--- config.mk ---
export PLATFORM = sky130hd
export DESIGN_NAME = serial_flash_erase_sequencer
export DESIGN_NICKNAME = d
export VERILOG_FILES = /design/src/rtl/flash_erase_pkg.sv /design/src/rtl/level_sync.sv /design/src/rtl/erase_timer.sv /design/src/rtl/serial_flash_erase_sequencer.sv
export SDC_FILE = /design/constraint.sdc
export NUM_CORES = 1
export LEC_CHECK = 0
export BUFFER_PORTS_ARGS = -buffer_cell sky130_fd_sc_hd__buf_4
export CORE_ASPECT_RATIO = 0.7
export CORE_MARGIN = 2
export CORE_UTILIZATION = 40
export DETAILED_ROUTE_END_ITERATION = 12
export HOLD_SLACK_MARGIN = 0.03
export PLACE_DENSITY = 0.6
export SYNTH_ARGS = -nofsm -noshare
export SYNTH_HDL_FRONTEND = slang
export SYNTH_SLANG_ARGS = --single-unit
--- constraint.sdc ---
create_clock -name clk_i -period 3.3 [get_ports clk_i]
set_clock_uncertainty 0.2 [all_clocks]
set_input_delay 0.66 -clock clk_i [delete_from_list [all_inputs] [get_ports clk_i]]
set_output_delay 0.66 -clock clk_i [all_outputs]
set_load 0.03 [all_outputs]
--- src/rtl/flash_erase_pkg.sv ---
// Constants shared by the serial erase sequencer and its testbench
package flash_erase_pkg;
    // Serial instruction framing
    localparam int CMD_BITS = 4;
    localparam int INSTR_BITS = 20;
    localparam logic [4:0] BIT_CNT_LAST = 5'h13;
    localparam logic [4:0] ERASE_START_CLK = 5'h04;
    localparam logic [4:0] SHIFT_OUT_FIRST = 5'h0C;
    localparam logic [3:0] CMD_CORE = 4'h0;
    localparam logic [3:0] CMD_SHIFT_LATCH = 4'h2;
    localparam logic [3:0] CMD_TABLE_WRITE = 4'hC;

    // Core instruction decode
    localparam logic [7:0] OP_MOVLW = 8'h0E;
    localparam logic [7:0] OP_MOVWF = 8'h6E;
    localparam logic [7:0] OP_MOVF_W = 8'h50;
    localparam logic [3:0] OP_BSF = 4'h8;
    localparam logic [3:0] OP_BCF = 4'h9;
    localparam logic [15:0] OP_NOP = 16'h0000;
    localparam logic [7:0] SFR_CONTROL = 8'hA6;
    localparam logic [7:0] SFR_LATCH = 8'hF5;
    localparam logic [7:0] SFR_PTR_LOW = 8'hF6;
    localparam logic [7:0] SFR_PTR_HIGH = 8'hF7;
    localparam logic [7:0] SFR_PTR_UPPER = 8'hF8;

    // Write-control register bit positions
    localparam int BIT_PROG_SEL = 7;
    localparam int BIT_CFG_SEL = 6;
    localparam int BIT_ERASE_SEL = 4;
    localparam int BIT_WRITE_ENABLE_BIT = 2;
    localparam int BIT_WR = 1;

    // Program memory geometry
    localparam int PTR_W = 22;
    localparam int ROW_SHIFT = 6;
    localparam int BLOCK_SHIFT = 14;
    localparam int NUM_BLOCKS = 4;
    localparam logic [21:0] BULK_UPPER_ADDR = 22'h3C_0005;
    localparam logic [21:0] BULK_LOWER_ADDR = 22'h3C_0004;

    // Erase durations
    localparam int CLK_MHZ = 50;
    localparam int ROW_ERASE_US = 1000;
    localparam int BULK_ERASE_US = 5000;

    // Wishbone register byte offsets and status bit positions
    localparam logic [3:0] REG_PROTECT = 4'h0;
    localparam logic [3:0] REG_STATUS = 4'h4;
    localparam logic [3:0] REG_POINTER = 4'h8;
    localparam logic [3:0] REG_BULK = 4'hC;
    localparam int STAT_ROW_BUSY = 8;
    localparam int STAT_BULK_BUSY = 9;

    typedef enum logic {SEQ_RUN, SEQ_BULK_WAIT} seq_e;
endpackage

--- src/rtl/level_sync.sv ---
// Two flip-flop synchroniser for pin levels
`timescale 1ns/100ps
`default_nettype none
module level_sync #(
    parameter int W = 2
) (
    input wire logic clk_i,
    input wire logic rst_i,
    input wire logic [W-1:0] async_i,
    output logic [W-1:0] sync_o
);
    logic [W-1:0] stage1;
    logic [W-1:0] stage2;

    // First stage feeds only the second
    always_ff @(posedge clk_i) begin
        if (rst_i) begin
            stage1 <= '0;
            stage2 <= '0;
        end else begin
            stage1 <= async_i;
            stage2 <= stage1;
        end
    end

    assign sync_o = stage2;
endmodule
`default_nettype wire

--- src/rtl/erase_timer.sv ---
// Self-timed erase duration counter
`timescale 1ns/100ps
`default_nettype none
module erase_timer #(
    parameter int unsigned CYCLES = 1000
) (
    input wire logic clk_i,
    input wire logic rst_i,
    input wire logic start_i,
    output logic busy_o,
    output logic done_o
);
    localparam int CW = $clog2(CYCLES + 1);
    localparam logic [CW-1:0] ONE = CW'(1);
    logic [CW-1:0] count;
    logic [CW-1:0] next_count;
    logic done;
    logic next_done;

    // Load on start, count down, pulse done in the first cycle at a count of zero
    always_comb begin
        next_count = count;
        next_done = 1'b0;
        if (count != '0) begin
            next_count = count - ONE;
            next_done = (count == ONE);
        end else if (start_i) begin
            next_count = CW'(CYCLES);
        end
    end

    always_ff @(posedge clk_i) begin
        if (rst_i) begin
            count <= '0;
            done <= 1'b0;
        end else begin
            count <= next_count;
            done <= next_done;
        end
    end

    assign busy_o = (count != '0);
    assign done_o = done;
endmodule
`default_nettype wire

--- src/rtl/serial_flash_erase_sequencer.sv ---
// Serial programming port erase sequencer with Wishbone status access
// What this block does
// - Bulk erase behaves identically whichever programming voltage is used.
// - Row erase of 64 bytes only when block is unprotected.
// - Rows are fixed, aligned from address zero upward.
// - Erased row is the one holding the table pointer.
// - Row erase starts on fourth clock of second NOP.
// - Hardware clears write-start when row erase finishes.
// - Write-start acts only when write-enable was already set.
// - 4-bit command plus 16-bit operand, LSB first, latched falling.
// - Bulk erase starts fourth falling clock after NOP; decoding pauses.
// - Control bits: 7 program, 6 config, 4 erase, 2 enable, 1 start.
// - Command 0000 executes operand; 1100 table-writes without pointer change.
`timescale 1ns/100ps
`default_nettype none
module serial_flash_erase_sequencer #(
    parameter int unsigned ROW_ERASE_CYCLES =
        flash_erase_pkg::ROW_ERASE_US * flash_erase_pkg::CLK_MHZ,
    parameter int unsigned BULK_ERASE_CYCLES =
        flash_erase_pkg::BULK_ERASE_US * flash_erase_pkg::CLK_MHZ
) (
    input wire logic clk_i,
    input wire logic rst_i,
    input wire logic prog_serial_clock_i,
    input wire logic prog_serial_data_i,
    output logic prog_serial_data_o,
    output logic prog_serial_data_oe_o,
    output logic row_erase_start_o,
    output logic [flash_erase_pkg::PTR_W-1:0] row_erase_addr_o,
    output logic bulk_erase_start_o,
    output logic [15:0] bulk_erase_code_o,
    output logic erase_busy_o,
    input wire logic wb_cyc_i,
    input wire logic wb_stb_i,
    input wire logic wb_we_i,
    input wire logic [3:0] wb_adr_i,
    input wire logic [3:0] wb_sel_i,
    input wire logic [31:0] wb_dat_i,
    output logic [31:0] wb_dat_o,
    output logic wb_ack_o
);
    import flash_erase_pkg::*;
    logic clk_s, data_s, clk_d, fall, rise;
    seq_e state, next_state;
    logic [4:0] bit_cnt, next_bit_cnt;
    logic [INSTR_BITS-1:0] shreg, next_shreg;
    logic [3:0] cur_cmd, next_cur_cmd;
    logic [7:0] wreg, next_wreg, ctrl, next_ctrl, latch, next_latch;
    logic [PTR_W-1:0] ptr, next_ptr, row_addr, next_row_addr;
    logic [7:0] bulk_hi, next_bulk_hi, bulk_lo, next_bulk_lo;
    logic bulk_ready, next_bulk_ready, bulk_nop, next_bulk_nop;
    logic [1:0] wr_nops, next_wr_nops;
    logic row_start, next_row_start, bulk_start, next_bulk_start;
    logic pin_out, next_pin_out, pin_oe, next_pin_oe;
    logic [2*NUM_BLOCKS-1:0] protect, next_protect;
    logic ack, next_ack;
    logic [31:0] rdata, next_rdata;
    logic row_busy, row_done, bulk_busy, bulk_done, row_prot;
    logic [1:0] blk;
    // Pin levels pass two flops before any decoding
    level_sync #(.W(2)) u_pin_sync (
        .clk_i(clk_i),
        .rst_i(rst_i),
        .async_i({prog_serial_clock_i, prog_serial_data_i}),
        .sync_o({clk_s, data_s})
    );
    // Self-timed erase durations
    erase_timer #(.CYCLES(ROW_ERASE_CYCLES)) u_row_timer (
        .clk_i(clk_i),
        .rst_i(rst_i),
        .start_i(row_start),
        .busy_o(row_busy),
        .done_o(row_done)
    );
    erase_timer #(.CYCLES(BULK_ERASE_CYCLES)) u_bulk_timer (
        .clk_i(clk_i),
        .rst_i(rst_i),
        .start_i(bulk_start),
        .busy_o(bulk_busy),
        .done_o(bulk_done)
    );
    // Serial clock edges seen from the synchronised level
    assign fall = clk_d & ~clk_s;
    assign rise = ~clk_d & clk_s;
    // Row protection from code and write protect masks per block
    assign blk = ptr[BLOCK_SHIFT+1:BLOCK_SHIFT];
    assign row_prot = protect[blk] | protect[NUM_BLOCKS + 32'(blk)];
    // Serial decode, core emulation and erase launch
    always_comb begin
        logic [INSTR_BITS-1:0] sh;
        logic [15:0] opnd;
        logic [7:0] wbyte;
        sh = {data_s, shreg[INSTR_BITS-1:1]};
        opnd = sh[INSTR_BITS-1:CMD_BITS];
        wbyte = ptr[0] ? opnd[15:8] : opnd[7:0];
        next_state = state;
        next_bit_cnt = bit_cnt;
        next_shreg = shreg;
        next_cur_cmd = cur_cmd;
        next_wreg = wreg;
        next_ctrl = ctrl;
        next_latch = latch;
        next_ptr = ptr;
        next_bulk_hi = bulk_hi;
        next_bulk_lo = bulk_lo;
        next_bulk_ready = bulk_ready;
        next_bulk_nop = bulk_nop;
        next_wr_nops = wr_nops;
        next_row_start = 1'b0;
        next_bulk_start = 1'b0;
        next_row_addr = row_addr;
        next_pin_out = pin_out;
        next_pin_oe = pin_oe;
        next_protect = protect;
        // Hardware clears write-start when the row erase ends
        if (row_done) begin
            next_ctrl[BIT_WR] = 1'b0;
        end
        if (state == SEQ_BULK_WAIT) begin
            // Bits arriving now are dropped
            if (bulk_done) begin
                next_state = SEQ_RUN;
                next_bit_cnt = '0;
                next_shreg = '0;
                next_protect = '0;
            end
        end else if (fall) begin
            next_shreg = sh;
            next_bit_cnt = bit_cnt + 5'h01;
            if (next_bit_cnt == ERASE_START_CLK) begin
                next_cur_cmd = sh[INSTR_BITS-1:INSTR_BITS-CMD_BITS];
                // Bulk erase on fourth clock after the NOP
                if (bulk_nop) begin
                    next_bulk_nop = 1'b0;
                    next_bulk_ready = 1'b0;
                    next_bulk_start = 1'b1;
                    next_state = SEQ_BULK_WAIT;
                end
                // Row erase on fourth clock of the second NOP
                if (ctrl[BIT_WR] && wr_nops == 2'h1 &&
                        next_cur_cmd == CMD_CORE) begin
                    next_wr_nops = 2'h2;
                    if (ctrl[BIT_ERASE_SEL] && ctrl[BIT_PROG_SEL] &&
                            !ctrl[BIT_CFG_SEL] && !row_prot) begin
                        next_row_start = 1'b1;
                        next_row_addr = {ptr[PTR_W-1:ROW_SHIFT],
                            ROW_SHIFT'(0)};
                    end else begin
                        next_ctrl[BIT_WR] = 1'b0;
                    end
                end
            end
            if (bit_cnt == BIT_CNT_LAST) begin
                next_bit_cnt = '0;
                next_pin_oe = 1'b0;
                if (cur_cmd == CMD_CORE) begin
                    if (opnd == OP_NOP) begin
                        if (ctrl[BIT_WR] && wr_nops == 2'h0) begin
                            next_wr_nops = 2'h1;
                        end
                        if (bulk_ready) begin
                            next_bulk_nop = 1'b1;
                        end
                    end else if (opnd[15:8] == OP_MOVLW) begin
                        next_wreg = opnd[7:0];
                    end else if (opnd[15:8] == OP_MOVF_W) begin
                        if (opnd[7:0] == SFR_CONTROL) begin
                            next_wreg = ctrl;
                        end else if (opnd[7:0] == SFR_LATCH) begin
                            next_wreg = latch;
                        end
                    end else if (opnd[15:8] == OP_MOVWF) begin
                        case (opnd[7:0])
                            SFR_PTR_UPPER: begin
                                next_ptr[PTR_W-1:16] = wreg[PTR_W-17:0];
                            end
                            SFR_PTR_HIGH: next_ptr[15:8] = wreg;
                            SFR_PTR_LOW: next_ptr[7:0] = wreg;
                            SFR_LATCH: next_latch = wreg;
                            default: next_latch = latch;
                        endcase
                    end else if (opnd[7:0] == SFR_CONTROL &&
                            (opnd[15:12] == OP_BSF ||
                             opnd[15:12] == OP_BCF)) begin
                        // Bit set or clear of the write-control register
                        if (opnd[11:9] == 3'(BIT_WR)) begin
                            if (opnd[15:12] == OP_BSF && ctrl[BIT_WRITE_ENABLE_BIT] &&
                                    !ctrl[BIT_WR]) begin
                                next_ctrl[BIT_WR] = 1'b1;
                                next_wr_nops = 2'h0;
                            end
                        end else begin
                            next_ctrl[opnd[11:9]] = (opnd[15:12] == OP_BSF);
                        end
                    end
                end else if (cur_cmd == CMD_TABLE_WRITE) begin
                    // Pointer is left unchanged
                    if (ptr == BULK_UPPER_ADDR) begin
                        next_bulk_hi = wbyte;
                    end else if (ptr == BULK_LOWER_ADDR) begin
                        next_bulk_lo = wbyte;
                        next_bulk_ready = 1'b1;
                    end
                end
            end
        end else if (rise && cur_cmd == CMD_SHIFT_LATCH &&
                bit_cnt >= SHIFT_OUT_FIRST) begin
            // Latch driven LSB first over the last eight clocks
            next_pin_oe = 1'b1;
            next_pin_out = latch[3'(bit_cnt - SHIFT_OUT_FIRST)];
        end
        // Software writes the protect masks at the acknowledged edge
        if (wb_cyc_i && wb_stb_i && wb_we_i && ack &&
                wb_adr_i == REG_PROTECT && wb_sel_i[0]) begin
            next_protect = wb_dat_i[2*NUM_BLOCKS-1:0];
        end
    end

    // Wishbone slave: one wait state, unmapped reads return zero
    always_comb begin
        next_ack = wb_cyc_i & wb_stb_i & ~ack;
        next_rdata = '0;
        case (wb_adr_i)
            REG_PROTECT: next_rdata[2*NUM_BLOCKS-1:0] = protect;
            REG_STATUS: begin
                next_rdata[7:0] = ctrl;
                next_rdata[STAT_ROW_BUSY] = row_busy;
                next_rdata[STAT_BULK_BUSY] = (state == SEQ_BULK_WAIT);
            end
            REG_POINTER: next_rdata[PTR_W-1:0] = ptr;
            REG_BULK: next_rdata[15:0] = {bulk_hi, bulk_lo};
            default: next_rdata = '0;
        endcase
    end

    // State registers
    always_ff @(posedge clk_i) begin
        if (rst_i) begin
            clk_d <= 1'b0;
            state <= SEQ_RUN;
            bit_cnt <= '0;
            shreg <= '0;
            cur_cmd <= '0;
            wreg <= '0;
            ctrl <= '0;
            latch <= '0;
            ptr <= '0;
            bulk_hi <= '0;
            bulk_lo <= '0;
            bulk_ready <= 1'b0;
            bulk_nop <= 1'b0;
            wr_nops <= '0;
            row_start <= 1'b0;
            bulk_start <= 1'b0;
            row_addr <= '0;
            pin_out <= 1'b0;
            pin_oe <= 1'b0;
            protect <= '0;
            ack <= 1'b0;
            rdata <= '0;
        end else begin
            clk_d <= clk_s;
            state <= next_state;
            bit_cnt <= next_bit_cnt;
            shreg <= next_shreg;
            cur_cmd <= next_cur_cmd;
            wreg <= next_wreg;
            ctrl <= next_ctrl;
            latch <= next_latch;
            ptr <= next_ptr;
            bulk_hi <= next_bulk_hi;
            bulk_lo <= next_bulk_lo;
            bulk_ready <= next_bulk_ready;
            bulk_nop <= next_bulk_nop;
            wr_nops <= next_wr_nops;
            row_start <= next_row_start;
            bulk_start <= next_bulk_start;
            row_addr <= next_row_addr;
            pin_out <= next_pin_out;
            pin_oe <= next_pin_oe;
            protect <= next_protect;
            ack <= next_ack;
            rdata <= next_rdata;
        end
    end
    // Outputs
    assign prog_serial_data_o = pin_out;
    assign prog_serial_data_oe_o = pin_oe;
    assign row_erase_start_o = row_start;
    assign row_erase_addr_o = row_addr;
    assign bulk_erase_start_o = bulk_start;
    assign bulk_erase_code_o = {bulk_hi, bulk_lo};
    assign erase_busy_o = row_busy | (state == SEQ_BULK_WAIT);
    assign wb_ack_o = ack;
    assign wb_dat_o = rdata;
endmodule
`default_nettype wire

Word level (Yosys, flattened, before mapping):

Index checks and enable logic that the tools add are counted.

* word-level logic and storage cells: 230
* output and inout bits: 76
* input bits: 47
* bits in registers: 198

* add/sub/neg operators: 5
* bitwise operators: 23
* equality and inequality tests: 25
* reduce and logical (&&, ||, !) cells: 56
* magnitude comparators: 6
* muxes and demuxes: 82

Operators by type and width (count)
* $mux W8: 8
* $mux W20: 3
* $eq A22 B22 Y1 const B: 2
* $mux W2: 21
* $eq A8 B8 Y1 const B: 5
* $mux W18: 2
* $reduce_and A9 Y1: 4
* $mux W1: 34
* $mux W16: 2
* $pmux W8 S4: 1
* $eq A4 B4 Y1 const B: 5
* $mux W5: 4
* $eq A18 B1 Y1 const B: 1
* $reduce_bool A18 Y1: 1
* $sub A18 B1 Y18 const B: 1
* $logic_and A1 B1 Y1: 17
* $not A1 Y1: 17
* $eq A16 B1 Y1 const B: 1
* $eq A8 B7 Y1 const B: 2
* $logic_not A16 Y1: 1
* $reduce_bool A16 Y1: 1
* $sub A16 B1 Y16 const B: 1
* $reduce_and A7 Y1: 2
* $reduce_bool A2 Y1: 7
* other kinds (36): 54

Depth between registers and ports, before layout:

* depth after elaboration: 22
* gate-level depth with buffers: 8
* depth with buffers taken out: 6

By module:

From an unflattened synthesis, not the netlist that was laid out.

* cells, all modules: 946
* area, all modules: 8592.0 sq um

Modules (own cells, without submodules)
* serial_flash_erase_sequencer: seq. area each 2862.7 sq um, area each 6490.0 sq um, cells an instance 713, instances 1
* erase_timer at u_bulk_timer: seq. area each 380.4 sq um, area each 1053.5 sq um, cells an instance 118, instances 1
* erase_timer at u_row_timer: seq. area each 340.3 sq um, area each 943.4 sq um, cells an instance 107, instances 1
* level_sync: seq. area each 80.1 sq um, area each 105.1 sq um, cells an instance 8, instances 1

Least setup slack after synthesis:

No wires, ideal clock.

* kind: reg-to-reg
* start: register bit_cnt[1]
* end: register latch[0]
* path buffers: 0
* setup time: 128 ps
* data arrival time: 2559 ps
* setup slack: 413 ps
* data required time: 2972 ps
* stages on the path, launching flop included: 7
* period minus slack after synthesis: 2887 ps
* cells stage by stage: dfxtp_1 ha_1 or4bb_1 or4_4 a2111oi_4 mux2i_1 nor2_1

* cells in the longest elaborated chain, start to end: 2

Ends and longest elaborated chain
* start: declaration: RTL line serial_flash_erase_sequencer.sv:45 `logic [4:0] bit_cnt, next_bit_cnt;`
* start signal: assignment: RTL line serial_flash_erase_sequencer.sv:264 `bit_cnt <= next_bit_cnt;`
* $eq A5 B5 Y1: RTL line serial_flash_erase_sequencer.sv:153 `if (bit_cnt == BIT_CNT_LAST) begin`
* $reduce_and A9 Y1 (no source line)
* end signal: assignment: RTL line serial_flash_erase_sequencer.sv:269 `latch <= next_latch;`
* end: declaration: RTL line serial_flash_erase_sequencer.sv:48 `logic [7:0] wreg, next_wreg, ctrl, next_ctrl, latch, next_latch;`

No other way between the ends.
A chain may end at the register's enable or synchronous reset.

Worst setup path in the final report:

* start: register u_row_timer.count[5]
* end: output erase_busy_o

* cells in the longest elaborated chain, start to end: 2

Ends and longest elaborated chain
* start: declaration: RTL line erase_timer.sv:15 `logic [CW-1:0] count;`
* start signal: assignment: RTL line erase_timer.sv:37 `count <= next_count;`
* $reduce_bool A16 Y1: RTL line erase_timer.sv:42 `assign busy_o = (count != '0);`
* $or A1 B1 Y1: RTL line serial_flash_erase_sequencer.sv:293 `assign erase_busy_o = row_busy | (state == SEQ_BULK_WAIT);`
* end: declaration: RTL line serial_flash_erase_sequencer.sv:32 `output logic erase_busy_o,`

No other way between the ends.

==> impl_metrics.toml <==
[cts]
cts_tree = "yes"
clockRootBuffer = "clkbuf_16"
hold_buffers = 0
post_cts_buffers = 0
clk_pin_slew_ps = 80
insertion_delay_ps = 440
cts_buffers = 17
cts_buffer_depth = 2
cts_max_level = 4
cts.sink_count = 183

[setup_path]
critPathCaptureType = "output port"
crit_slowest_cell = "or4_4"
worstPathCellList = "or4_4 > or3b_4 > or3_1 > buf_4"
reg2reg_depth = 6
worstPathMaxFanout = 9
worstSetupPathType = "flop to output port"
max_stage_delay_ps = 560
cp.required_ps = 2440
arrival_ps = 2360
worstSetupStartpointType = "flop"

[floorplan]
ios = 123
fp.dieW_um = 174.4
fp.dieH_um = 123.2
dieArea_sq_um = 21490
start_util = 0.4093
rows = 43
core_area_sq_um = 19850

[global_route]
grt_max_degree = 64
grt_pass1_vias = 6008
grt_pass1_wl_mm = 33.27
antenna_found_initial = 0
grt_use_total = 0.1993
grt_overflow_total = 0

[route]
routedWlPerCell_um = 16.81
vias_per_cell = 5.310
via_count = 6648
drt_first_pass_iters = 5
drc_errors = 0
drtIter0Drc = 556
wl_mm = 21.05
detail-route-antenna-nets = 0

[yosys]
synth_area_leaders = "dfxtp_1 45%, mux2i_1 10%, nor2_1 5.4%"
ys.warnings.count = 0
async_reset_ff_frac = 0
netlist.area_leader.share = 0.4509
synth_cells = 886
synthFlopType = "dfxtp_1"
synth_cell_types = 61
syn_area_per_cell_sq_um = 9.171
synth_edf_count = 0
yosysSeqAreaShare = 0.4509
synth_seq_cells = 183
syn_area_sq_um = 8125
synth_largest_area_cell = "dfxtp_1"

[timing]
fin_setup_tns_ps = 0
hold_viol_final = 0
rsz0062_at_grt = "no"
holdWs_ps = 232.7
setup_viol = 0
fin_crit_sh = 0.9749
fin_ws_ps = 82.85
finalMaxSlewViolations = 0
clock.fmax_mhz = 310.8
min_period_ps = 3217
worst_pin_slew_ps = 707.6
slew-limit-headroom = 0.5283

[placed_design]
gp_congestion = 0.8607
hpwlAfterDp_mm = 15.14
place_area_sq_um = 9074
dp_cells = 1220
dpl_worst_slack_ps = 396.2
portBuffers = 79

[worst_hold_path]
hold_path_class = "input port to flop"
whs_path_depth = 2

[layout]
utilization = 0.4900
drive_gt1_frac = 0.1864
seqCellArea_sq_um = 3664
stdcell_area_sq_um = 9728
multi_input_area_sq_um = 4136
final_nets = 1024
area_growth_pct = 19.73
fin_cells = 1252
antenna_cells = 0
fillers = 1878

[power]
power.leakage_nw = 3.896
power_density_nw_per_um2 = 627.3
finalPower_mw = 6.102
irDropWorstVdd_uv = 386.9

[run]
cap_violations = 0

[outcome]
status = "complete, no violations"
[cell families after synthesis]
family	Yosys count	share of synthesized area
and+or+nand+nor	373	0.2298
muxes	105	0.1481
DFF	183	0.4509
AOI/OAI and AO/OA	111	0.08947
adders and majority gates	8	0.01232
other	1	0.0004615
xor gates and xnor gates	19	0.02048
buffers and inverters	86	0.04851
[power by group]
| part | total [mW] | switching, mW | internal, mW |
|---|---|---|---|
| clock | 2.17 | 1.05 | 1.12 |
| sequential | 2.50 | 0.142 | 2.36 |
| combinational | 1.43 | 0.827 | 0.602 |
| total | 6.10 | 2.02 | 4.08 |
[final cells by class]
cell class | instances | share of cell area
flip-flops and latches | 183 | 0.3766
clock buffers | 17 | 0.04373
multi-input cells | 632 | 0.4252
repair buffers | 116 | 0.08952
clock inverters | 15 | 0.02289
inverters | 19 | 0.007331
well taps | 270 | 0.03473
[registers in the layout (all words and copies together) (netlist names), 2 cells and up]
register and count:
wb_dat_o 22, row_erase_addr_o 16, bulk_hi 8, u_bulk_timer.count 18, wr_nops 2, ptr 22, wreg 8, cur_cmd 4
ctrl 8, shreg 15, bit_cnt 5, protect 8, u_row_timer.count 16, u_pin_sync.stage1 2, latch 8, u_pin_sync.sync_o 2
bulk_lo 8
[metal layers]
layer  part of all wire  GRT usage  up-vias
li1                   -          -     3292
met1               0.52     0.3022     3142
met2               0.41     0.2827      195
met3              0.064    0.04182       19
met4              0.011    0.05620        0
met5                  0          0        -
[what timing repair did]
action / CTS / global route
hold endpoints to repair: 0 / 0
endpoints found under the setup margin: 1 / 1
cloned: 0 / 0
pin swaps: 0 / 0
gates resized for setup: 1 / 1
[synth_stat cells (all sizes together) (5+ instances only)]
cell type  count
inv           19
clkbuf        45
nand2         83
nand3b         5
or4            9
o21ai         25
ha             8
a31oi          8
nor4          11
mux2i         82
nor3          22
and2           7
mux4          11
nand4          9
xor2          12
nor2b         16
nor2         116
a311oi         5
dfxtp        183
nor3b          6
buf           22
xnor2          7
o211ai         5
a211o          9
mux2          12
or3            9
a21oi         36
nand3         49
[critical path, delay by kind of cell, from the launching register on]
family	cells	cell delay, ps
flip-flops	1	360
buffers and inverters	1	180
AND/OR/NAND/NOR	3	1370
[cell usage in the layout, fill, tap and decap left out, drive strengths merged, types with 9 or more instances in the layout]
| cell | synthesis | routed |
|---|---|---|
| nor2b | 16 | 16 |
| clkbuf | 45 | 17 |
| nand3 | 49 | 49 |
| a211o | 9 | 9 |
| nor3 | 22 | 22 |
| mux4 | 11 | 11 |
| mux2 | 12 | 12 |
| nor2 | 116 | 116 |
| mux2i | 82 | 82 |
| or3 | 9 | 9 |
| inv | 19 | 25 |
| or4 | 9 | 9 |
| nor4 | 11 | 11 |
| xor2 | 12 | 12 |
| dfxtp | 183 | 183 |
| nand2 | 83 | 83 |
| a21oi | 36 | 36 |
| o21ai | 25 | 25 |
| buf | 22 | 116 |
| conb | 1 | 16 |
| nand4 | 9 | 9 |
[worst paths after layout]
kind                        start              endpoint  slack, ps
min reg2reg  u_pin_sync.stage1[1]  u_pin_sync.sync_o[1]        240
max reg2reg            bit_cnt[2]              latch[6]        590
max          u_row_timer.count[5]          erase_busy_o         80
min            prog_serial_data_i  u_pin_sync.stage1[0]        230
No activity file was read; power rests on OpenSTA's default activity.
